<file path="config.mk">
export PLATFORM = sky130hd
export DESIGN_NAME = rtk_top
export DESIGN_NICKNAME = d
export VERILOG_FILES = /design/src/rtk_pkg.sv /design/src/rtk_tick_gen.sv /design/src/rtk_top.sv /design/src/rtk_wrap_cnt.sv
export SDC_FILE = /design/constraint.sdc
export NUM_CORES = 1
export LEC_CHECK = 0
export BUFFER_PORTS_ARGS = -buffer_cell sky130_fd_sc_hd__buf_2
export CORE_AREA = 2 2 128 130
export DETAILED_ROUTE_END_ITERATION = 8
export DIE_AREA = 0 0 130 132
export SYNTH_ARGS = -nofsm -noshare
export SYNTH_HDL_FRONTEND = slang
export SYNTH_HIERARCHICAL = 1
export SYNTH_SLANG_ARGS = --single-unit
</file>
<file path="constraint.sdc">
create_clock -name pclk -period 3.8 [get_ports pclk]
set_input_delay 0.19 -clock pclk [delete_from_list [all_inputs] [get_ports pclk]]
set_output_delay 0.19 -clock pclk [all_outputs]
set_load 0.02 [all_outputs]
</file>
<file path="src/rtk_pkg.sv">
//////////////////////////////////////////////////////////////////////////////
// Purpose: shared constants for the rtc timekeeping and interval timer block
// Assumes: apb with 32-bit data, one aligned word per register
// Notes:   register indices are kept; byte address is four times the index
//////////////////////////////////////////////////////////////////////////////
package rtk_pkg;

  // register indices, byte address = index * 4
  localparam logic [7:0] IDX_CONFIG = 8'ha1;
  localparam logic [7:0] IDX_FRAC   = 8'ha2;
  localparam logic [7:0] IDX_SEC    = 8'ha3;
  localparam logic [7:0] IDX_MIN    = 8'ha4;
  localparam logic [7:0] IDX_HOUR   = 8'ha5;
  localparam logic [7:0] IDX_IVAL   = 8'ha6;
  localparam logic [7:0] IDX_KEY    = 8'ha7;
  localparam logic [7:0] IDX_IRQST  = 8'ha8;
  localparam logic [7:0] IDX_IRQMSK = 8'ha9;

  // apb address width
  localparam int unsigned PADDR_W = 12;

  // configuration register field positions
  localparam int unsigned CFG_RSVD0    = 0;
  localparam int unsigned CFG_INTERVAL_ENABLE     = 1;
  localparam int unsigned CFG_ALARM    = 2;
  localparam int unsigned CFG_SIT      = 3;
  localparam int unsigned CFG_ITS_LO   = 4;
  localparam int unsigned CFG_ITS_HI   = 5;
  localparam int unsigned CFG_TFH      = 6;
  localparam int unsigned CFG_MIDNIGHT = 7;
  localparam logic [7:0]  CFG_RESET    = 8'h01;

  // write-unlock key for the tallies
  localparam logic [7:0] UNLOCK_KEY = 8'hea;

  // tally wrap points
  localparam logic [7:0] FRAC_WRAP    = 8'h7f;
  localparam logic [7:0] SEC_WRAP     = 8'h3b;
  localparam logic [7:0] MIN_WRAP     = 8'h3b;
  localparam logic [7:0] HOUR_WRAP_24 = 8'h17;
  localparam logic [7:0] HOUR_WRAP_FF = 8'hff;
  localparam logic [7:0] TALLY_RESET  = 8'h00;

  // reference rate and tally rate, divider derived from both
  localparam int unsigned REF_HZ       = 32768;
  localparam int unsigned TALLY_HZ     = 128;
  localparam int unsigned REF_PER_TICK = REF_HZ / TALLY_HZ;
  localparam logic [7:0]  DIV_LAST     = 8'(REF_PER_TICK - 1);

  // interrupt status bit positions
  localparam int unsigned IRQ_ALARM    = 0;
  localparam int unsigned IRQ_MIDNIGHT = 1;
  localparam int unsigned IRQ_W        = 2;

  // interval time base select
  typedef enum logic [1:0] {
    ITS_FRAC = 2'b00,
    ITS_SEC  = 2'b01,
    ITS_MIN  = 2'b10,
    ITS_HOUR = 2'b11
  } rtk_its_t;

  // apb slave phase
  typedef enum logic [1:0] {
    APB_IDLE = 2'b00,
    APB_RESP = 2'b01
  } rtk_apb_t;

endpackage

</file>
<file path="src/rtk_tick_gen.sv">
//////////////////////////////////////////////////////////////////////////////
// Purpose: divides the calibrated reference pulse down to the 1/128 s tick
// Assumes: ref_tick is a one-cycle pulse at 32.768 kHz, synchronous to clk
// Notes:   divider state survives soft resets, only power-on clears it
//////////////////////////////////////////////////////////////////////////////
`timescale 1ns/100ps
module rtk_tick_gen (
  input  wire logic clk,      // pclk
  input  wire logic rst_n,    // power-on reset, active low
  input  wire logic ce,       // clock enable
  input  wire logic ref_tick, // calibrated reference pulse
  output logic      tick      // 1/128 s pulse
);

  logic [7:0] div_r;

  // count reference pulses, pulse on the last one
  always_ff @(posedge clk or negedge rst_n) begin
    if (!rst_n) begin
      div_r <= 8'h00;
      tick  <= 1'b0;
    end else if (ce) begin
      tick <= 1'b0;
      if (ref_tick) begin
        if (div_r == rtk_pkg::DIV_LAST) begin
          div_r <= 8'h00;
          tick  <= 1'b1;
        end else begin
          div_r <= 8'(div_r + 8'h01);
        end
      end
    end
  end

endmodule

</file>
<file path="src/rtk_top.sv">
//////////////////////////////////////////////////////////////////////////////
// Purpose: rtc timekeeping chain and interval alarm timer, apb slave
// Assumes: ref_tick_32k is the calibrated 32.768 kHz reference as a pulse
// Notes:   presetn is power-on reset; soft_rst is watchdog or external reset
//
// How it works
// - fractional tally advances every 1/128 s from the 32.768 kHz reference
// - fractional tally wraps 127 to 00 and bumps seconds
// - seconds wrap past 59 to 00 and bump minutes
// - minutes wrap past 59 to 00 and bump hours
// - tallies survive soft resets, clear only on power-on reset
// - repeat mode: alarm on interval count, then count restarts
// - single mode: alarm once after one interval
// - alarm flag lives in configuration bit 2
// - software clears the alarm; writing one does nothing
// - enable low disables the timer and holds its counter at zero
// - writing enable high starts counting on the chosen time base
// - 24-hour mode wraps hours 23 to 0, else 255 to 0
// - interval elapses when tick count equals the compare value
//////////////////////////////////////////////////////////////////////////////
`timescale 1ns/100ps
module rtk_top (
  input  wire logic        pclk,         // bus clock, 25 MHz
  input  wire logic        presetn,      // power-on reset, active low
  input  wire logic        pce,          // clock enable, freezes all state
  input  wire logic        soft_rst,     // watchdog or external reset
  input  wire logic        ref_tick_32k, // calibrated reference pulse
  input  wire logic [11:0] paddr,        // apb address
  input  wire logic        psel,         // apb select
  input  wire logic        penable,      // apb enable
  input  wire logic        pwrite,       // apb direction
  input  wire logic [31:0] pwdata,       // apb write data
  output logic      [31:0] prdata,       // apb read data
  output logic             pready,       // apb ready
  output logic             pslverr,      // apb error
  output logic             irq           // level interrupt
);

  ////////////////////////////////////////////////////////////////////////////
  // declarations

  rtk_pkg::rtk_apb_t apb_r;
  rtk_pkg::rtk_apb_t apb_nxt;
  rtk_pkg::rtk_its_t its_r;

  logic        interval_enable_r;
  logic        alarm_r;
  logic        sit_r;
  logic        tfh_r;
  logic        midnight_r;
  logic        rsvd0_r;
  logic [7:0]  ival_r;
  logic [7:0]  key_r;
  logic [7:0]  icnt_r;
  logic        idone_r;
  logic [1:0]  irq_st_r;
  logic [1:0]  irq_msk_r;

  logic        tick_128;
  logic [7:0]  frac_val;
  logic [7:0]  sec_val;
  logic [7:0]  min_val;
  logic [7:0]  hour_val;
  logic        frac_carry;
  logic        sec_carry;
  logic        min_carry;
  logic        hour_carry;
  logic [7:0]  hour_wrap;

  logic        addr_ok;
  logic [7:0]  idx;
  logic        sel_cfg;
  logic        sel_frac;
  logic        sel_sec;
  logic        sel_min;
  logic        sel_hour;
  logic        sel_ival;
  logic        sel_key;
  logic        sel_ist;
  logic        sel_imsk;
  logic        sel_tally;
  logic        mapped;
  logic        key_ok;
  logic        wr_commit;
  logic        wr_bad;
  logic [7:0]  wbyte;
  logic [31:0] rd_data;

  logic        base_tick;
  logic [7:0]  icnt_inc;
  logic        alarm_set;
  logic [1:0]  irq_ev;

  ////////////////////////////////////////////////////////////////////////////
  // address decode

  // word aligned and inside the index window
  assign addr_ok   = (paddr[11:10] == 2'b00) && (paddr[1:0] == 2'b00);
  assign idx       = paddr[9:2];
  assign sel_cfg   = addr_ok && (idx == rtk_pkg::IDX_CONFIG);
  assign sel_frac  = addr_ok && (idx == rtk_pkg::IDX_FRAC);
  assign sel_sec   = addr_ok && (idx == rtk_pkg::IDX_SEC);
  assign sel_min   = addr_ok && (idx == rtk_pkg::IDX_MIN);
  assign sel_hour  = addr_ok && (idx == rtk_pkg::IDX_HOUR);
  assign sel_ival  = addr_ok && (idx == rtk_pkg::IDX_IVAL);
  assign sel_key   = addr_ok && (idx == rtk_pkg::IDX_KEY);
  assign sel_ist   = addr_ok && (idx == rtk_pkg::IDX_IRQST);
  assign sel_imsk  = addr_ok && (idx == rtk_pkg::IDX_IRQMSK);
  assign sel_tally = sel_frac | sel_sec | sel_min | sel_hour;
  assign mapped    = sel_cfg | sel_tally | sel_ival | sel_key | sel_ist | sel_imsk;

  // tally writes need the unlock key
  assign key_ok    = (key_r == rtk_pkg::UNLOCK_KEY);

  // a write lands only on the edge that sees pready high
  assign wr_commit = psel & penable & pwrite & pready;
  assign wr_bad    = ~mapped | (sel_tally & ~key_ok);
  assign wbyte     = pwdata[7:0];

  ////////////////////////////////////////////////////////////////////////////
  // apb handshake: one wait state, response from flops

  // next phase
  always_comb begin
    case (apb_r)
      rtk_pkg::APB_IDLE: apb_nxt = (psel & penable) ? rtk_pkg::APB_RESP : rtk_pkg::APB_IDLE;
      rtk_pkg::APB_RESP: apb_nxt = rtk_pkg::APB_IDLE;
      default:           apb_nxt = rtk_pkg::APB_IDLE;
    endcase
  end

  // read mux, unused bits read zero
  always_comb begin
    rd_data = 32'h0000_0000;
    if (sel_cfg) begin
      rd_data[7:0] = {midnight_r, tfh_r, its_r, sit_r, alarm_r, interval_enable_r, rsvd0_r};
    end else if (sel_frac) begin
      rd_data[7:0] = frac_val;
    end else if (sel_sec) begin
      rd_data[7:0] = sec_val;
    end else if (sel_min) begin
      rd_data[7:0] = min_val;
    end else if (sel_hour) begin
      rd_data[7:0] = hour_val;
    end else if (sel_ival) begin
      rd_data[7:0] = ival_r;
    end else if (sel_key) begin
      rd_data[7:0] = key_r;
    end else if (sel_ist) begin
      rd_data[1:0] = irq_st_r;
    end else if (sel_imsk) begin
      rd_data[1:0] = irq_msk_r;
    end
  end

  // phase, ready, read data and error flops
  always_ff @(posedge pclk or negedge presetn) begin
    if (!presetn) begin
      apb_r   <= rtk_pkg::APB_IDLE;
      pready  <= 1'b0;
      prdata  <= 32'h0000_0000;
      pslverr <= 1'b0;
    end else if (pce) begin
      apb_r  <= apb_nxt;
      pready <= (apb_nxt == rtk_pkg::APB_RESP);
      if (apb_nxt == rtk_pkg::APB_RESP) begin
        prdata  <= pwrite ? 32'h0000_0000 : rd_data;
        pslverr <= pwrite ? wr_bad : ~mapped;
      end else begin
        prdata  <= 32'h0000_0000;
        pslverr <= 1'b0;
      end
    end
  end

  ////////////////////////////////////////////////////////////////////////////
  // timekeeping chain

  // 1/128 s tick from the calibrated reference
  rtk_tick_gen u_tick (
    .clk      (pclk),
    .rst_n    (presetn),
    .ce       (pce),
    .ref_tick (ref_tick_32k),
    .tick     (tick_128)
  );

  // hour wrap point follows the day mode
  assign hour_wrap = tfh_r ? rtk_pkg::HOUR_WRAP_24 : rtk_pkg::HOUR_WRAP_FF;

  // fractional tally, 0..127
  rtk_wrap_cnt u_frac (
    .clk      (pclk),
    .rst_n    (presetn),
    .ce       (pce),
    .inc      (tick_128),
    .wrap_val (rtk_pkg::FRAC_WRAP),
    .ld       (wr_commit & sel_frac & key_ok),
    .ld_val   (wbyte),
    .val      (frac_val),
    .carry    (frac_carry)
  );

  // seconds, advanced by the fractional wrap
  rtk_wrap_cnt u_sec (
    .clk      (pclk),
    .rst_n    (presetn),
    .ce       (pce),
    .inc      (frac_carry),
    .wrap_val (rtk_pkg::SEC_WRAP),
    .ld       (wr_commit & sel_sec & key_ok),
    .ld_val   (wbyte),
    .val      (sec_val),
    .carry    (sec_carry)
  );

  // minutes, advanced by the seconds wrap
  rtk_wrap_cnt u_min (
    .clk      (pclk),
    .rst_n    (presetn),
    .ce       (pce),
    .inc      (sec_carry),
    .wrap_val (rtk_pkg::MIN_WRAP),
    .ld       (wr_commit & sel_min & key_ok),
    .ld_val   (wbyte),
    .val      (min_val),
    .carry    (min_carry)
  );

  // hours, advanced by the minutes wrap
  rtk_wrap_cnt u_hour (
    .clk      (pclk),
    .rst_n    (presetn),
    .ce       (pce),
    .inc      (min_carry),
    .wrap_val (hour_wrap),
    .ld       (wr_commit & sel_hour & key_ok),
    .ld_val   (wbyte),
    .val      (hour_val),
    .carry    (hour_carry)
  );

  ////////////////////////////////////////////////////////////////////////////
  // configuration register

  // day mode survives soft resets like the tallies
  always_ff @(posedge pclk or negedge presetn) begin
    if (!presetn) begin
      tfh_r <= rtk_pkg::CFG_RESET[rtk_pkg::CFG_TFH];
    end else if (pce) begin
      if (wr_commit & sel_cfg) begin
        tfh_r <= wbyte[rtk_pkg::CFG_TFH];
      end
    end
  end

  // control fields, back to defaults on any reset
  always_ff @(posedge pclk or negedge presetn) begin
    if (!presetn) begin
      its_r   <= rtk_pkg::ITS_FRAC;
      sit_r   <= rtk_pkg::CFG_RESET[rtk_pkg::CFG_SIT];
      interval_enable_r  <= rtk_pkg::CFG_RESET[rtk_pkg::CFG_INTERVAL_ENABLE];
      rsvd0_r <= rtk_pkg::CFG_RESET[rtk_pkg::CFG_RSVD0];
    end else if (pce) begin
      if (soft_rst) begin
        its_r   <= rtk_pkg::ITS_FRAC;
        sit_r   <= rtk_pkg::CFG_RESET[rtk_pkg::CFG_SIT];
        interval_enable_r  <= rtk_pkg::CFG_RESET[rtk_pkg::CFG_INTERVAL_ENABLE];
        rsvd0_r <= rtk_pkg::CFG_RESET[rtk_pkg::CFG_RSVD0];
      end else if (wr_commit & sel_cfg) begin
        its_r   <= rtk_pkg::rtk_its_t'(wbyte[rtk_pkg::CFG_ITS_HI:rtk_pkg::CFG_ITS_LO]);
        sit_r   <= wbyte[rtk_pkg::CFG_SIT];
        interval_enable_r  <= wbyte[rtk_pkg::CFG_INTERVAL_ENABLE];
        rsvd0_r <= wbyte[rtk_pkg::CFG_RSVD0];
      end
    end
  end

  // alarm and midnight flags: hardware sets, writing zero clears, set wins
  always_ff @(posedge pclk or negedge presetn) begin
    if (!presetn) begin
      alarm_r    <= rtk_pkg::CFG_RESET[rtk_pkg::CFG_ALARM];
      midnight_r <= rtk_pkg::CFG_RESET[rtk_pkg::CFG_MIDNIGHT];
    end else if (pce) begin
      if (soft_rst) begin
        alarm_r    <= rtk_pkg::CFG_RESET[rtk_pkg::CFG_ALARM];
        midnight_r <= rtk_pkg::CFG_RESET[rtk_pkg::CFG_MIDNIGHT];
      end else begin
        alarm_r    <= alarm_set
                    | (alarm_r & ~(wr_commit & sel_cfg & ~wbyte[rtk_pkg::CFG_ALARM]));
        midnight_r <= hour_carry
                    | (midnight_r & ~(wr_commit & sel_cfg & ~wbyte[rtk_pkg::CFG_MIDNIGHT]));
      end
    end
  end

  ////////////////////////////////////////////////////////////////////////////
  // compare value and unlock key

  // interval compare and key, reset by any reset
  always_ff @(posedge pclk or negedge presetn) begin
    if (!presetn) begin
      ival_r <= 8'h00;
      key_r  <= 8'h00;
    end else if (pce) begin
      if (soft_rst) begin
        ival_r <= 8'h00;
        key_r  <= 8'h00;
      end else begin
        if (wr_commit & sel_ival) begin
          ival_r <= wbyte;
        end
        if (wr_commit & sel_key) begin
          key_r <= wbyte;
        end
      end
    end
  end

  ////////////////////////////////////////////////////////////////////////////
  // interval timer

  // time base pick from the chain's own advance pulses
  always_comb begin
    case (its_r)
      rtk_pkg::ITS_FRAC: base_tick = tick_128;
      rtk_pkg::ITS_SEC:  base_tick = frac_carry;
      rtk_pkg::ITS_MIN:  base_tick = sec_carry;
      rtk_pkg::ITS_HOUR: base_tick = min_carry;
      default:           base_tick = 1'b0;
    endcase
  end

  // elapsed when the advanced count meets the compare value
  assign icnt_inc  = 8'(icnt_r + 8'h01);
  assign alarm_set = interval_enable_r & ~soft_rst & ~idone_r & base_tick
                   & (icnt_inc == ival_r);

  // interval counter, held at zero while disabled
  always_ff @(posedge pclk or negedge presetn) begin
    if (!presetn) begin
      icnt_r  <= 8'h00;
      idone_r <= 1'b0;
    end else if (pce) begin
      if (soft_rst | ~interval_enable_r) begin
        icnt_r  <= 8'h00;
        idone_r <= 1'b0;
      end else if (base_tick & ~idone_r) begin
        if (alarm_set) begin
          icnt_r  <= sit_r ? icnt_inc : 8'h00;
          idone_r <= sit_r;
        end else begin
          icnt_r <= icnt_inc;
        end
      end
    end
  end

  ////////////////////////////////////////////////////////////////////////////
  // interrupt status, mask and output

  assign irq_ev = {hour_carry, alarm_set};

  // sticky status, write one to clear, event wins over clear
  always_ff @(posedge pclk or negedge presetn) begin
    if (!presetn) begin
      irq_st_r  <= 2'h0;
      irq_msk_r <= 2'h0;
    end else if (pce) begin
      if (soft_rst) begin
        irq_st_r  <= 2'h0;
        irq_msk_r <= 2'h0;
      end else begin
        irq_st_r <= irq_ev | (irq_st_r & ~((wr_commit & sel_ist) ? wbyte[1:0] : 2'h0));
        if (wr_commit & sel_imsk) begin
          irq_msk_r <= wbyte[1:0];
        end
      end
    end
  end

  // level interrupt from a flop
  always_ff @(posedge pclk or negedge presetn) begin
    if (!presetn) begin
      irq <= 1'b0;
    end else if (pce) begin
      irq <= |(irq_st_r & irq_msk_r);
    end
  end

endmodule

</file>
<file path="src/rtk_wrap_cnt.sv">
//////////////////////////////////////////////////////////////////////////////
// Purpose: one 8-bit tally with load, increment and wrap
// Assumes: inc is a one-cycle pulse, ld has priority over inc for val, carry still follows inc
// Notes:   carry is combinational so a whole chain moves on one tick
//////////////////////////////////////////////////////////////////////////////
`timescale 1ns/100ps
module rtk_wrap_cnt (
  input  wire logic       clk,      // pclk
  input  wire logic       rst_n,    // power-on reset, active low
  input  wire logic       ce,       // clock enable
  input  wire logic       inc,      // advance pulse
  input  wire logic [7:0] wrap_val, // last value before wrap
  input  wire logic       ld,       // software load
  input  wire logic [7:0] ld_val,   // load data
  output logic      [7:0] val,      // current tally
  output logic            carry     // wraps on this inc
);

  // wrap detect feeds the next stage in the same cycle
  assign carry = inc & (val == wrap_val);

  // tally register, cleared only by power-on reset
  always_ff @(posedge clk or negedge rst_n) begin
    if (!rst_n) begin
      val <= rtk_pkg::TALLY_RESET;
    end else if (ce) begin
      if (ld) begin
        val <= ld_val;
      end else if (inc) begin
        val <= (val == wrap_val) ? rtk_pkg::TALLY_RESET : 8'(val + 8'h01);
      end
    end
  end

endmodule
</file>
# Word level (Yosys, flattened, before mapping)
# Cells that the tools add are included.
# word_totals
register_bits	115
latch_bits	0
mem_bits_rw	0
romBits	0
input_bits	52
out_inout_bits	35
word_cells	200
mem_count	0
# op_classes
addsub	6
multipliers	0
div_mod_pow	0
magnitude_cmp	0
n_eq_ne	20
shifts	0
muxes	58
bitwise	55
reduce_logical	37
# ops
op	count
2-to-1 mux 8 bit	30
== test 8 bit, second input constant	11
adder 8 x 1 -> 8 bit, second input constant	6
bitwise AND 1 bit	30
AND reduction 2 bit	11
nonzero test 2 bit	10
2-to-1 mux 2 bit	9
2-to-1 mux 1 bit	17
== test 8 x 6 -> 1 bit, second input constant	2
== test 8 bit	2
OR 1 bit	12
logical AND 1 bit	10
NOT 1 bit	9
== test 8 x 7 -> 1 bit, second input constant	1
zero test 2 bit	4
2-to-1 mux 6 bit	1
bitwise AND 2 bit	2
== test 2 bit, second input constant	2
one-hot mux 1 bit (4 select lines)	1
AND reduction 3 bit	1
== test 2 x 1 -> 1 bit, second input constant	1
NOT 2 bit	1
OR 2 bit	1
OR reduction 2 bit	1
== test 1 bit, second input constant	1

# Longest topological paths before layout
# Gate-level depths: netlist (run 1).
# logic_depth
word_depth	15
mapped_depth	14
depth_no_buf	14

# Modules after synthesis
# The synthesis (run 1) kept the hierarchy.
# by_module_without_submodules
module	n_inst	cells_per_inst	area_each_um2	seq_area_each_um2
rtk_top	1	374	3353.2	1202.4
rtk_wrap_cnt	4	72	603.1	200.2
rtk_tick_gen	1	43	434.2	225.2

# Least setup slack after synthesis (run 1)
# OpenSTA, ideal clock, no wires.
# synth_timing
kind	flip-flop to flip-flop
from	register u_frac.val[7]
to	register icnt_r[0]
setup_ps	67
arrival_ps	2833
required_time_ps	3733
setup_slack_ps	900
stages_incl_launch_ff	14
path_buffers	0
period_less_slack_ps	2900
cell_sequence	dfrtp_1 -> xor2_1 -> nor4_2 -> nand4_1 -> nor2_1 -> inv_1 -> nor2_1 -> inv_1 -> nor2_1 -> mux4_2 -> nor2b_1 -> nand3_1 -> a31oi_1 -> mux2_2
# synth_between
elab_chain_cells	10
elab_cells_between_ends	13
cone_classes	eq/ne: 1; mux: 4; bitwise: 6; reduce/logical: 2
# synth_lines
item	line	rtl
start: declaration	rtk_wrap_cnt.sv:15	output logic [7:0] val,
start signal: assignment	rtk_wrap_cnt.sv:25	val <= rtk_pkg::TALLY_RESET;
start signal: assignment	rtk_wrap_cnt.sv:28	val <= ld_val;
start signal: assignment	rtk_wrap_cnt.sv:30	val <= (val == wrap_val) ? rtk_pkg::TALLY_RESET : 8'(val + 8'h01);
== test 8 x 7 -> 1 bit (*)	rtk_wrap_cnt.sv:20	assign carry = inc & (val == wrap_val);
bitwise AND 1 bit (*)	rtk_wrap_cnt.sv:20	
via frac_carry	rtk_top.sv:64	logic frac_carry;
bitwise AND 1 bit (*)	rtk_wrap_cnt.sv:20	
via sec_carry	rtk_top.sv:65	logic sec_carry;
bitwise AND 1 bit (*)	rtk_wrap_cnt.sv:20	
via min_carry	rtk_top.sv:66	logic min_carry;
one-hot mux 1 bit (4 select lines) (*)	rtk_top.sv:325	case (its_r)
bitwise AND 1 bit	rtk_top.sv:336	assign alarm_set = interval_enable_r & ~soft_rst & ~idone_r & base_tick
bitwise AND 1 bit	rtk_top.sv:337	& (icnt_inc == ival_r);
2-to-1 mux 8 bit	rtk_top.sv:349	if (alarm_set) begin
2-to-1 mux 8 bit	rtk_top.sv:348	end else if (base_tick & ~idone_r) begin
2-to-1 mux 8 bit	rtk_top.sv:345	if (soft_rst | ~interval_enable_r) begin
end signal: assignment	rtk_top.sv:350	icnt_r <= sit_r ? icnt_inc : 8'h00;
end signal: assignment	rtk_top.sv:353	icnt_r <= icnt_inc;
end: declaration	rtk_top.sv:54	logic [7:0] icnt_r;
# Mark *: on every way through the listed nets, which the timed path passes. The rest lies on a longest branch. The select of a mux whose other input is x is not followed.
# A chain may end at the register's enable or synchronous reset.

# Worst setup path after layout (run 1)
# layout_timing
from	register u_frac.val[7]
to	register idone_r
# layout_between
elab_chain_cells	9
elab_cells_between_ends	11
cone_classes	eq/ne: 1; mux: 1; bitwise: 6; reduce/logical: 3
# layout_lines
item	line	rtl
== test 8 x 7 -> 1 bit (*)	rtk_wrap_cnt.sv:20	
bitwise AND 1 bit (*)	rtk_wrap_cnt.sv:20	
via frac_carry	rtk_top.sv:64	
bitwise AND 1 bit (*)	rtk_wrap_cnt.sv:20	
via sec_carry	rtk_top.sv:65	
bitwise AND 1 bit (*)	rtk_wrap_cnt.sv:20	
via min_carry	rtk_top.sv:66	
one-hot mux 1 bit (4 select lines) (*)	rtk_top.sv:325	
bitwise AND 1 bit	rtk_top.sv:336	
bitwise AND 1 bit	rtk_top.sv:337	
nonzero test 2 bit (no line)	n/a	
AND reduction 3 bit (no line) (*)	n/a	
end signal: assignment	rtk_top.sv:351	idone_r <= sit_r;
end: declaration	rtk_top.sv:55	logic idone_r;
# Mark *: on every way through the listed nets, which the timed path passes. The rest lies on a longest branch.

==> impl_summary.txt, run 1 <==
----------------------------------------------------
[Outcome]
  Status ... finished with violations
  Violations in the final reports ... hold timing

[CTS]
  CTS max path bufs ... 2
  CTS Sinks ... slightly below 90
  Clock edge transition at the registers on the reported setup and hold paths ... 70 ps
  CTS Hold Bufs ... 0
  Total CTS buffers ... 9
  H-tree levels ... 3
  Clock tree from TritonCTS ... done
  Number of resized instances in the post-cts repair step ... 0
  Clock Latency Late Sink ... 360 ps
  Setup fix buffers added after clock tree synthesis ... 0
  Buffer cell driving the clock tree root ... clkbuf_16

[Routing]
  Via count ... approximately 5,300
  Routed wire length ... around 17,000 um
  DRC marker count from the first detailed-route iteration ... 445
  First-pass detailed-route iteration total ... 5
  Post-route antenna net violation count ... 0
  DRC viols ... 0
  Post-detailed-route wirelength per cell ... 17.1 um
  Number of vias per cell ... 5.44

[Finish]
  Sequential cell area ... 0.00223 mm2
  Area Growth Syn to Fin ... 11.0%
  Fraction of layout cells with a size suffix above 1 ... 12.7%
  Multi-input combinational cell area ... 0.00352 mm2
  Final nets ... 816
  Antenna fix cells ... 0
  Filler Cells Inserted ... ~1,600

[Floorplanning]
  Die extent in y ... roughly 130 um
  Cell Rows ... 46
  Initial standard-cell utilization of the core ... 39.5%
  Die extent in x ... 130 um
  Ports ... 87
  Die area ... approximately 0.017 mm2
  Floorplan Core Area ... 0.0157 mm2

[Yosys]
  Number of enable-type register cells in the synthesized netlist ... 0
  Dominant cell by count in the synthesized netlist ... dfrtp_1
  Top flip-flop cell by instance count after synthesis ... dfrtp_1
  Flops & latches, synth ... 89
  Ranking of synthesized cells by area ... dfrtp_1 (36%), o22ai_1 (5.1%), inv_1 (4.6%)
  Number of warning messages in the yosys log ... 6
  Top post-synthesis cells by count ... dfrtp_1 (88), inv_1 (76), o22ai_1 (51), nor2_1 (49), a21oi_1 (47)
  Per-instance average area after synthesis ... 8.79 um2
  Sequential cell area fraction in the yosys report ... ~36%
  Number of unique standard cell types used by synthesis ... 64
  Share of flip-flops with an asynchronous set or reset ... 100%
  Post-Synthesis Cell Area ... 0.00620 mm2
  Synthesized instance count ... 705
  Largest area contributor in the netlist ... dfrtp_1
  Portion of synthesized cell area occupied by the leading cell type ... 35.5%

[Worst setup path]
  Kind of start point of the critical path ... flip-flop
  CP endpoint kind ... flip-flop
  WP data required ... 4080 ps
  Endpoint arrival time on the critical path ... around 3600 ps
  Path type of the worst setup path ... flip-flop to flip-flop
  Peak fanout along the critical path ... 4
  R2R Setup Slk ... 430 ps

[Global routing]
  Routing layer with the top usage in global route ... met2
  Initial antenna violation count ... 0
  Global routing met1 resource utilization ... 29.0%
  Remaining global-route overflow ... 0
  Met3 Resource Use GR ... around 3.7%
  Global Route Usage Sum ... 20.0%
  Number of global-route vias before repair ... approximately 5,000
  First-pass GRT wire length ... 26,800 um
  Met2 layer usage reported by global route ... 29.6%
  Largest net degree at the start of global routing ... 76

[Timing]
  Hold Vio Cnt, Final ... 4
  Number of pins with negative max-slew slack in the final report ... 0
  Setup repair after global routing missed its margin ... no
  Post-Route Setup TNS ... 0 ps
  Final number of setup-violating endpoints ... 0
  Fin crit period ... 3370 ps
  Headroom to the max-slew limit ... 28.1%
  Crit share post-route ... 88.6%
  Post-Route Hold Slack ... -4.37 ps
  Actual slew at the worst max-slew pin ... 1070 ps
  Max Clock Freq ... 297 MHz
  Minimum setup slack in the final design ... 434 ps
  Clock Skews ... around 13 ps

[Power and ir drop]
  Power density cells ... 357 mW/mm2
  Maximum ir drop on the vdd rail ... between 200 and 250 uV
  Static leakage ... 2.97 nW

[Worst hold path]
  Tightest Hold Check Type ... input port to asynchronous set/reset pin

[Placed design]
  Hpwl dp ... 11,500 um
  Setup slack after placement ... 487 ps
  Port Buf Inserts ... 38
  Routability congestion estimate ... 0.871

[Run]
  Count of max-cap constraint violations ... 0

----------------------------------------------------
[kinds of logic (layout without fill, tap and decap cells)]
logic type / after synthesis / in the layout / share of synthesized area [%]
AOI/OAI and AO/OA: 197 / 197 / 21.7
and+or+nand+nor: 203 / 203 / 17.7
xor gates and xnor gates: 47 / 47 / 6.86
buffers and inverters: 132 / 140 / 10.4
adders and majority gates: 6 / 6 / 1.21
other: 2 / 52 / 0.121
muxes: 29 / 29 / 6.14
DFF: 89 / 89 / 35.9
[layout make-up]
type / count / share of cell area (%)
inverter: 76 / 4.14
clock inverter: 3 / 0.945
tap: 216 / 3.93
clock buffer: 13 / 3.64
sequential: 89 / 32.4
timing repair buffer: 48 / 3.89
multi-input combinational: 534 / 51.1
[through the flow]
step                      hold slack (ps)  std cells  cell area [um2]  utilization [%]  power, mW
after floorplan                      -106        755             6390                -       1.38
after global placement                428        963             6570             41.8       1.48
after detailed placement              424        963             6570             41.8       1.49
after CTS                            44.9        979             6880             43.8       2.48
after global routing                 80.0        979             6880             43.8       2.58
final                               -4.37        979             6880             43.8       2.45
[critical path, cell delays in order (launching register included)]
cell and delay [ps]:
dfrtp_1 420, xor2_1 160, nor4_2 350, nand4_1 130
nor2_1 240, inv_1 70, nor2_1 260, inv_1 70
nor2_1 330, mux4_2 360, nor2b_1 210, and3_1 180
and4_1 270, a31oi_1 100, a21oi_1 130
[power breakdown]
group          internal, mW  leakage [nW]  switching, mW
Sequential             1.02          1.07         0.0854
Clock                 0.595         0.154          0.385
Combinational         0.146          1.75          0.221
[cell usage in the layout (no fill, tap or decap), types with 11 or more instances in the layout]
cell and count:
o22ai_1 51, nand2_1 38, buf_4 11, buf_2 37
xnor2_1 18, a32oi_1 12, o21ai_0 17, nand3_1 36
xor2_1 28, a22oi_1 14, inv_1 76, conb_1 52
nor3_1 12, a21oi_1 47, mux2i_1 20, nor2_1 49
dfrtp_1 88
[final timing paths]
path / start / endpoint / depth (start not counted)
max reg2reg: u_frac/val[7] / idone_r / 14
min reg2reg: u_tick/div_r[6] / u_tick/div_r[6] / 1
min in group pclk: penable / pready / 3
min: presetn / ival_r[0] / 1
max in group asynchronous: presetn / ival_r[4] / 2
max: u_frac/val[7] / idone_r / 14
[metal layers]
layer  vias to the layer above  wire [um]  share of wire [%]
li1                       2586          -                  -
met1                      2587       7920                 47
met2                       130       7550                 45
met3                        25        821                4.9
met4                         0        437                2.6
met5                         -          0                  0
Power figures use the tool's default switching activity.
==> run 2: changes to the inputs <==
--- a/config.mk
+++ b/config.mk
@@ -5,10 +5,11 @@
 export SDC_FILE = /design/constraint.sdc
 export NUM_CORES = 1
 export LEC_CHECK = 0
+export ABC_AREA = 1
 export BUFFER_PORTS_ARGS = -buffer_cell sky130_fd_sc_hd__buf_2
-export CORE_AREA = 2 2 128 130
+export CORE_AREA = 2 2 132 134
 export DETAILED_ROUTE_END_ITERATION = 8
-export DIE_AREA = 0 0 130 132
+export DIE_AREA = 0 0 134 136
 export SYNTH_ARGS = -nofsm -noshare
 export SYNTH_HDL_FRONTEND = slang
 export SYNTH_HIERARCHICAL = 1
==> impl_summary.txt, run 2 <==
----------------------------------------------------
[Power and ir drop]
  Internal power ... 1.62 mW (-8.4%)
  Part of the power in registers ... 47.2% (+2.1 points)
  Part of the total power dissipated in the clock network ... 38.7% (-1.2 points)
  Switching fraction of total power ... 29.4% (+1.2 points)
  Static leakage ... 3.93 nW (+32%)
  Psw ... 0.672 mW (-2.9%)
  Maximum ir drop on the vdd rail ... 202 uV (-9.9%)
  Share of power burned in combinational logic ... 14.1% (-0.8 points)
  Power density cells ... 312 mW/mm2 (-13%)

[Routing]
  First-pass detailed-route iteration total ... 5 (unchanged)
  Post-detailed-route wirelength per cell ... 13.9 um (-19%)
  DRC marker count from the first detailed-route iteration ... 432 (-2.9%)
  Post-route antenna net violation count ... 0 (unchanged)
  DRC viols ... 0 (unchanged)
  Number of vias per cell ... 4.76 (-12%)
  Via count ... 6,035 (+13%)
  Routed wire length ... 17,600 um (+5.0%)

[Timing]
  Crit share post-route ... 84.1% (-4.5 points)
  Final number of setup-violating endpoints ... 0 (unchanged)
  Minimum setup slack in the final design ... 605 ps (+172 ps)
  Setup repair after global routing missed its margin ... no
  Actual slew at the worst max-slew pin ... 1210 ps (+138 ps)
  Hold Vio Cnt, Final ... 19 (+15)
  Clock Skews ... 8.87 ps (-4.37 ps)
  Post-Route Setup TNS ... 0 ps (unchanged)
  Max Clock Freq ... 313 MHz (+5.4%)
  Headroom to the max-slew limit ... 18.7% (-9.4 points)
  Fin crit period ... 3190 ps (-172 ps)
  Post-Route Hold Slack ... -15.1 ps (-10.7 ps)
  Number of pins with negative max-slew slack in the final report ... 0 (unchanged)

[CTS]
  Clock edge transition at the registers on the reported setup and hold paths ... 60 ps (about the same)
  Buffer cell driving the clock tree root ... clkbuf_16
  H-tree levels ... 3 (unchanged)
  CTS max path bufs ... 2 (unchanged)
  Clock tree from TritonCTS ... done
  CTS Hold Bufs ... 0 (unchanged)
  Number of resized instances in the post-cts repair step ... 0 (unchanged)
  Setup fix buffers added after clock tree synthesis ... 0 (unchanged)
  Clock Latency Late Sink ... 350 ps (about the same)
  CTS Sinks ... 89 (unchanged)
  Total CTS buffers ... 9 (unchanged)

[Run]
  Count of max-cap constraint violations ... 0 (unchanged)

[Worst setup path]
  WP data required ... 4040 ps (-40 ps)
  Number of cells on the worst reg-to-reg path ... 20 (+6)
  Worst r2r src ... u_frac/val[3]
  Reg2reg end ... icnt_r[5]
  R2R Setup Slk ... 610 ps (+170 ps)
  Worst setup path start ... u_frac/val[3]
  Peak fanout along the critical path ... 9 (+5)
  Kind of start point of the critical path ... flip-flop
  Endpoint arrival time on the critical path ... 3430 ps (-210 ps)
  Path type of the worst setup path ... flip-flop to flip-flop
  CP endpoint kind ... flip-flop

[Floorplanning]
  Ports ... 87 (unchanged)
  Floorplan Core Area ... 0.0169 mm2 (+7.4%)
  Cell Rows ... 48 (+4.3%)
  Die area ... 0.0182 mm2 (+6.2%)
  Die extent in y ... 136 um (+3.0%)
  Die extent in x ... 134 um (+3.1%)
  Initial standard-cell utilization of the core ... 39.2% (-0.21 points)

[Yosys]
  Post-Synthesis Cell Area ... 0.00662 mm2 (+6.8%)
  Ranking of synthesized cells by area ... dfrtp_1 (33%), nand2_1 (16%), inv_1 (6.4%)
  Top flip-flop cell by instance count after synthesis ... dfrtp_1
  Largest area contributor in the netlist ... dfrtp_1
  Synthesized instance count ... 961 (+36%)
  Per-instance average area after synthesis ... 6.89 um2 (-22%)
  Share of flip-flops with an asynchronous set or reset ... 100% (unchanged)
  Portion of synthesized cell area occupied by the leading cell type ... 33.3% (-2.3 points)
  Top post-synthesis cells by count ... nand2_1 (281), inv_1 (113), nor2_1 (94), dfrtp_1 (88), nand3_1 (79)
  Number of warning messages in the yosys log ... 6 (unchanged)
  Number of unique standard cell types used by synthesis ... 44 (-31%)
  Dominant cell by count in the synthesized netlist ... nand2_1
  Sequential cell area fraction in the yosys report ... 33.6% (-2.3 points)
  Number of enable-type register cells in the synthesized netlist ... 0 (unchanged)
  Flops & latches, synth ... 89 (unchanged)

[Placed design]
  Setup slack after placement ... 646 ps (+159 ps)
  Placed Instance Area ... 0.00705 mm2 (+7.3%)
  Hpwl dp ... 13,400 um (+16%)
  Port Buf Inserts ... 38 (unchanged)
  Routability congestion estimate ... 0.933 (+7.1%)

[Global routing]
  Global Route Usage Sum ... 20.1% (+0.16 points)
  Number of global-route vias before repair ... 5,532 (+12%)
  Remaining global-route overflow ... 0 (unchanged)
  Largest net degree at the start of global routing ... 73 (-3.9%)
  First-pass GRT wire length ... 28,700 um (+7.2%)
  Initial antenna violation count ... 0 (unchanged)

[Finish]
  Sequential cell area ... 0.00223 mm2 (unchanged)
  Fraction of layout cells with a size suffix above 1 ... 12.4% (-0.33 points)
  Final cell area excluding filler cells ... 0.00734 mm2 (+6.6%)
  Final core utilization ... 43.5% (-0.34 points)
  Filler Cells Inserted ... 1,819 (+16%)
  Area Growth Syn to Fin ... 10.8%
  Most common library cell in the layout ignoring fill and taps ... nand2_1
  Commonest non-fill, non-tap cells in the layout ... nand2_1 (281), inv_1 (113), nor2_1 (94), dfrtp_1 (88), nand3_1 (79)
  Multi-input combinational cell area ... 0.00384 mm2 (+9.4%)
  Final nets ... 1,095 (+34%)
  Antenna fix cells ... 0 (unchanged)

[Worst hold path]
  Tightest Hold Check Type ... input port to asynchronous set/reset pin

[Outcome]
  Violations in the final reports ... hold timing
  Status ... finished with violations

----------------------------------------------------
-- run 2: changes by cell type after synthesis, sizes merged, moves of 12 or more --
cell	before	now
mux2i	20	0
a21oi	49	84
nand3	39	85
inv	76	125
xor2	28	5
nor2	49	115
o21ai	27	40
nand2	38	297
a22oi	14	0
o22ai	51	8
clkbuf	21	2
a32oi	12	0
-- run 2: metrics by stage --
| stage | total power [mW] | cells |
|---|---|---|
| CTS | 2.31 | 1267 |
| global route | 2.40 | 1267 |
| global placement | 1.42 | 1251 |
| detailed placement | 1.42 | 1251 |
| floorplan | 1.33 | 1022 |
| finish | 2.29 | 1267 |
-- run 2: layer usage --
| metal | share of wire, % | vias to the layer above | GRT usage [%] |
|---|---|---|---|
| li1 | - | 3129 | - |
| met1 | 49 | 2764 | 28.6 |
| met2 | 46 | 125 | 32.0 |
| met3 | 4.0 | 17 | 2.42 |
| met4 | 1.6 | 0 | 6.21 |
| met5 | 0 | - | 0 |
-- run 2: how the worst max path moves through the flow --
stage                            to  cells past startpoint
after global placement    icnt_r[5]                     21
after global routing        idone_r                     19
after detailed placement  icnt_r[5]                     20
after floorplan           icnt_r[2]                     20
after CTS                 icnt_r[5]                     20
final                     icnt_r[5]                     20
-- run 2: worst max-delay path, cell delays in order, from the launching register on --
cell and delay (ps):
dfrtp_1 500, xnor2_1 160, nand2_1 60, nor2_1 180, nand2_4 130, nor2_1 270, inv_1 70, nor2_1 260
inv_1 80, nor2_1 280, inv_1 70, nand2_1 60, nand3_1 70, nand2_1 120, nand2_1 80, nor2_1 110
nand2_1 90, nor2_2 120, nand4_2 170, nand3b_1 140, nand2_1 50
-- run 2: cell type report --
type | count | share of cell area, %
multi-input combinational | 770 | 52.4
sequential | 89 | 30.4
inverter | 125 | 6.43
tap | 225 | 3.84
clock buffer | 14 | 3.74
timing repair buffer | 42 | 3.04
clock inverter | 2 | 0.171
-- run 2: logic make-up (layout without fill, tap and decap cells) --
group	count (synthesis)	count (layout)	synth area share [%]
xor+xnor	33	33	4.36
other cells	2	63	0.113
buf+inv	163	183	11.8
simple gates	525	525	36.5
flops	89	89	33.6
compound gates	142	142	12.3
fa+ha+maj	6	6	1.13
mux	1	1	0.170
-- run 2: power groups by stage --
stage / Sequential (mW) / Clock [mW] / Combinational, mW
after floorplan: 1.08 / 0 / 0.251
after global placement: 1.10 / 0 / 0.319
after detailed placement: 1.10 / 0 / 0.324
after CTS: 1.08 / 0.902 / 0.325
after global routing: 1.09 / 0.941 / 0.370
final: 1.08 / 0.884 / 0.323
==> run 3: changes to the inputs <==
--- a/config.mk
+++ b/config.mk
@@ -5,11 +5,11 @@
 export SDC_FILE = /design/constraint.sdc
 export NUM_CORES = 1
 export LEC_CHECK = 0
-export ABC_AREA = 1
+export ABC_AREA = 0
 export BUFFER_PORTS_ARGS = -buffer_cell sky130_fd_sc_hd__buf_2
-export CORE_AREA = 2 2 132 134
+export CORE_AREA = 2 2 128 130
 export DETAILED_ROUTE_END_ITERATION = 8
-export DIE_AREA = 0 0 134 136
+export DIE_AREA = 0 0 130 132
 export SYNTH_ARGS = -nofsm -noshare
 export SYNTH_HDL_FRONTEND = slang
 export SYNTH_HIERARCHICAL = 1
==> constraint.sdc (replaced) <==
create_clock -name pclk -period 3.25 [get_ports pclk]
set_input_delay 0.1625 -clock pclk [delete_from_list [all_inputs] [get_ports pclk]]
set_output_delay 0.1625 -clock pclk [all_outputs]
set_load 0.02 [all_outputs]
==> impl_summary.txt, run 3 (synthesized netlist as in run 1, its figures left out) <==
----------------------------------------------------
[CTS]
  Clock Latency Late Sink ... 360 ps (about the same)
  CTS max path bufs ... 2 (unchanged)
  CTS Sinks ... 89 (unchanged)
  Clock edge transition at the registers on the reported setup and hold paths ... 70 ps (about the same)
  Total CTS buffers ... 9 (unchanged)
  Setup fix buffers added after clock tree synthesis ... 0 (unchanged)
  Buffer cell driving the clock tree root ... clkbuf_16
  Clock tree from TritonCTS ... done
  H-tree levels ... 3 (unchanged)

[Routing]
  Post-route antenna net violation count ... 0 (unchanged)
  Post-detailed-route wirelength per cell ... 17.4 um (+26%)
  First-pass detailed-route iteration total ... 5 (unchanged)
  DRC viols ... 0 (unchanged)
  Number of vias per cell ... 5.46 (+15%)
  Via count ... 5,375 (-11%)
  Routed wire length ... 17,200 um (-2.2%)
  DRC marker count from the first detailed-route iteration ... 481 (+11%)

[Worst setup path]
  Path type of the worst setup path ... flip-flop to flip-flop
  Kind of start point of the critical path ... flip-flop
  Number of cells on the worst reg-to-reg path ... 14 (-30%)
  Peak fanout along the critical path ... 4 (-5)
  Endpoint arrival time on the critical path ... 3240 ps (-190 ps)
  Slowest cell delay on critical path ... 410 ps (-90 ps)
  Number of buffer and inverter instances along the worst setup path ... 2 (-1)
  R2R Setup Slk ... 300 ps (-310 ps)
  Total stage count of the critical path ... 14 (-30%)
  Top delay family on crit path ... simple AND/OR/NAND/NOR gates
  CP endpoint kind ... flip-flop
  Cell type of the slowest stage on the worst timing path ... dfrtp_1
  CP cell instances ... xor2_1 > nor4_2 > nand4_1 > nor2_2 > inv_1 > nor2_2 > inv_1 > nor2_1 > mux4_2 > nor2b_1 > and3_1 > and4_1 > a31oi_1 > a21oi_1
  WP data required ... 3540 ps (-500 ps)

[Timing]
  Minimum setup slack in the final design ... 298 ps (-307 ps)
  Post-Route Hold Slack ... 169 ps (+184 ps)
  Setup repair after global routing missed its margin ... no
  Headroom to the max-slew limit ... 27.5% (+8.8 points)
  Post-Route Setup TNS ... 0 ps (unchanged)
  Max Clock Freq ... 339 MHz (+8.2%)
  Final number of setup-violating endpoints ... 0 (unchanged)
  Actual slew at the worst max-slew pin ... 1080 ps (-128 ps)
  Number of pins with negative max-slew slack in the final report ... 0 (unchanged)
  Hold Vio Cnt, Final ... 0 (-19)
  Clock Skews ... 8.12 ps (-0.756 ps)
  Crit share post-route ... 90.8% (+6.8 points)
  Fin crit period ... 2950 ps (-243 ps)

[Finish]
  Antenna fix cells ... 0 (unchanged)
  Most common library cell in the layout ignoring fill and taps ... dfrtp_1
  Commonest non-fill, non-tap cells in the layout ... dfrtp_1 (88), inv_1 (76), conb_1 (52), o22ai_1 (51)
  Fraction of layout cells with a size suffix above 1 ... 13.5% (+1.1 points)
  Final nets ... 822 (-25%)
  Area Growth Syn to Fin ... 11.7%
  Non-Filler Instances ... 985 (-22%)

[Global routing]
  Remaining global-route overflow ... 0 (unchanged)
  Number of global-route vias before repair ... 5,103 (-7.8%)
  Initial antenna violation count ... 0 (unchanged)
  Largest net degree at the start of global routing ... 58 (-21%)
  Global Route Usage Sum ... 20.6% (+0.51 points)
  First-pass GRT wire length ... 27,600 um (-3.8%)

[Floorplanning]
  Cell Rows ... 46 (-4.2%)
  Die extent in x ... 130 um (-3.0%)
  Floorplan Core Area ... 0.0157 mm2 (-6.9%)
  Ports ... 87 (unchanged)
  Die extent in y ... 132 um (-2.9%)
  Die area ... 0.0172 mm2 (-5.8%)
  Initial standard-cell utilization of the core ... 39.5% (+0.21 points)

[Worst hold path]
  Number of instances on the worst hold path ... 3
  Tightest Hold Check Type ... input port to flip-flop

[Placed design]
  Setup slack after placement ... 143 ps (-503 ps)
  Port Buf Inserts ... 38 (unchanged)
  Routability congestion estimate ... 0.853 (-8.6%)
  Hpwl dp ... 11,800 um (-12%)
  Cell count after placement ... 968 (-23%)

[Power and ir drop]
  Maximum ir drop on the vdd rail ... 242 uV (+20%)
  Power density cells ... 405 mW/mm2 (+30%)
  Static leakage ... 2.99 nW (-24%)

[Outcome]
  Status ... completed

[Run]
  Count of max-cap constraint violations ... 0 (unchanged)

----------------------------------------------------
-- run 3: cell count changes in the layout (fill, tap and decap cells not counted), sizes merged, moves of 35 or more --
cell	before	now
nor2	115	49
nand2	297	38
o22ai	8	51
inv	125	76
nand3	85	39
a21oi	84	49
-- run 3: what timing repair did --
item	CTS	global route
hold buffers	1	0
hold endpoints to repair	54	0
setup endpoints to repair	0	16
gates resized for setup	0	2
-- run 3: worst register-to-register path, stage by stage (launching register included) --
cell	delay, ps
dfrtp_1	410
xor2_1	110
nor4_2	330
nand4_1	160
nor2_2	180
inv_1	70
nor2_2	180
inv_1	60
nor2_1	180
mux4_2	310
nor2b_1	230
and3_1	180
and4_1	270
a31oi_1	110
a21oi_1	120
-- run 3: final timing paths --
kind,from,endpoint
setup / recovery,u_frac/val[6],idone_r
hold / removal,penable,pready
setup reg to reg,u_frac/val[6],idone_r
hold reg to reg,u_tick/div_r[6],u_tick/div_r[6]
max in group asynchronous,presetn,u_hour/val[7]
min in group asynchronous,presetn,icnt_r[1]
-- run 3: final cells by class --
cell class	count	area [um2]
Clock buffer	13	250
Clock inverter	3	40.0
Fill cell	1566	8790
Inverter	76	285
Multi-Input combinational cell	534	3520
Sequential cell	89	2230
Tap cell	216	270
Timing Repair Buffer	54	328
-- run 3: routing by layer --
layer	up-vias	global-route usage, %	wire length (um)
li1	2599	-	-
met1	2610	29.3	8150
met2	133	31.5	7810
met3	33	4.42	744
met4	0	6.15	465
met5	-	0	0
-- run 3: power by group --
part | internal, mW | total, mW | switching (mW) | leakage [nW]
Sequential | 1.19 | 1.29 | 0.0998 | 1.07
Clock | 0.616 | 1.07 | 0.456 | 0.144
Combinational | 0.175 | 0.436 | 0.262 | 1.78
-- run 3: per-stage QoR --
step                area (um2)  utilization [%]  total power [mW]
floorplan                 6390                -              1.62
global route              6920             44.1              2.95
detailed placement        6620             42.1              1.75
finish                    6920             44.1              2.80
global placement          6620             42.1              1.74
CTS                       6920             44.0              2.82
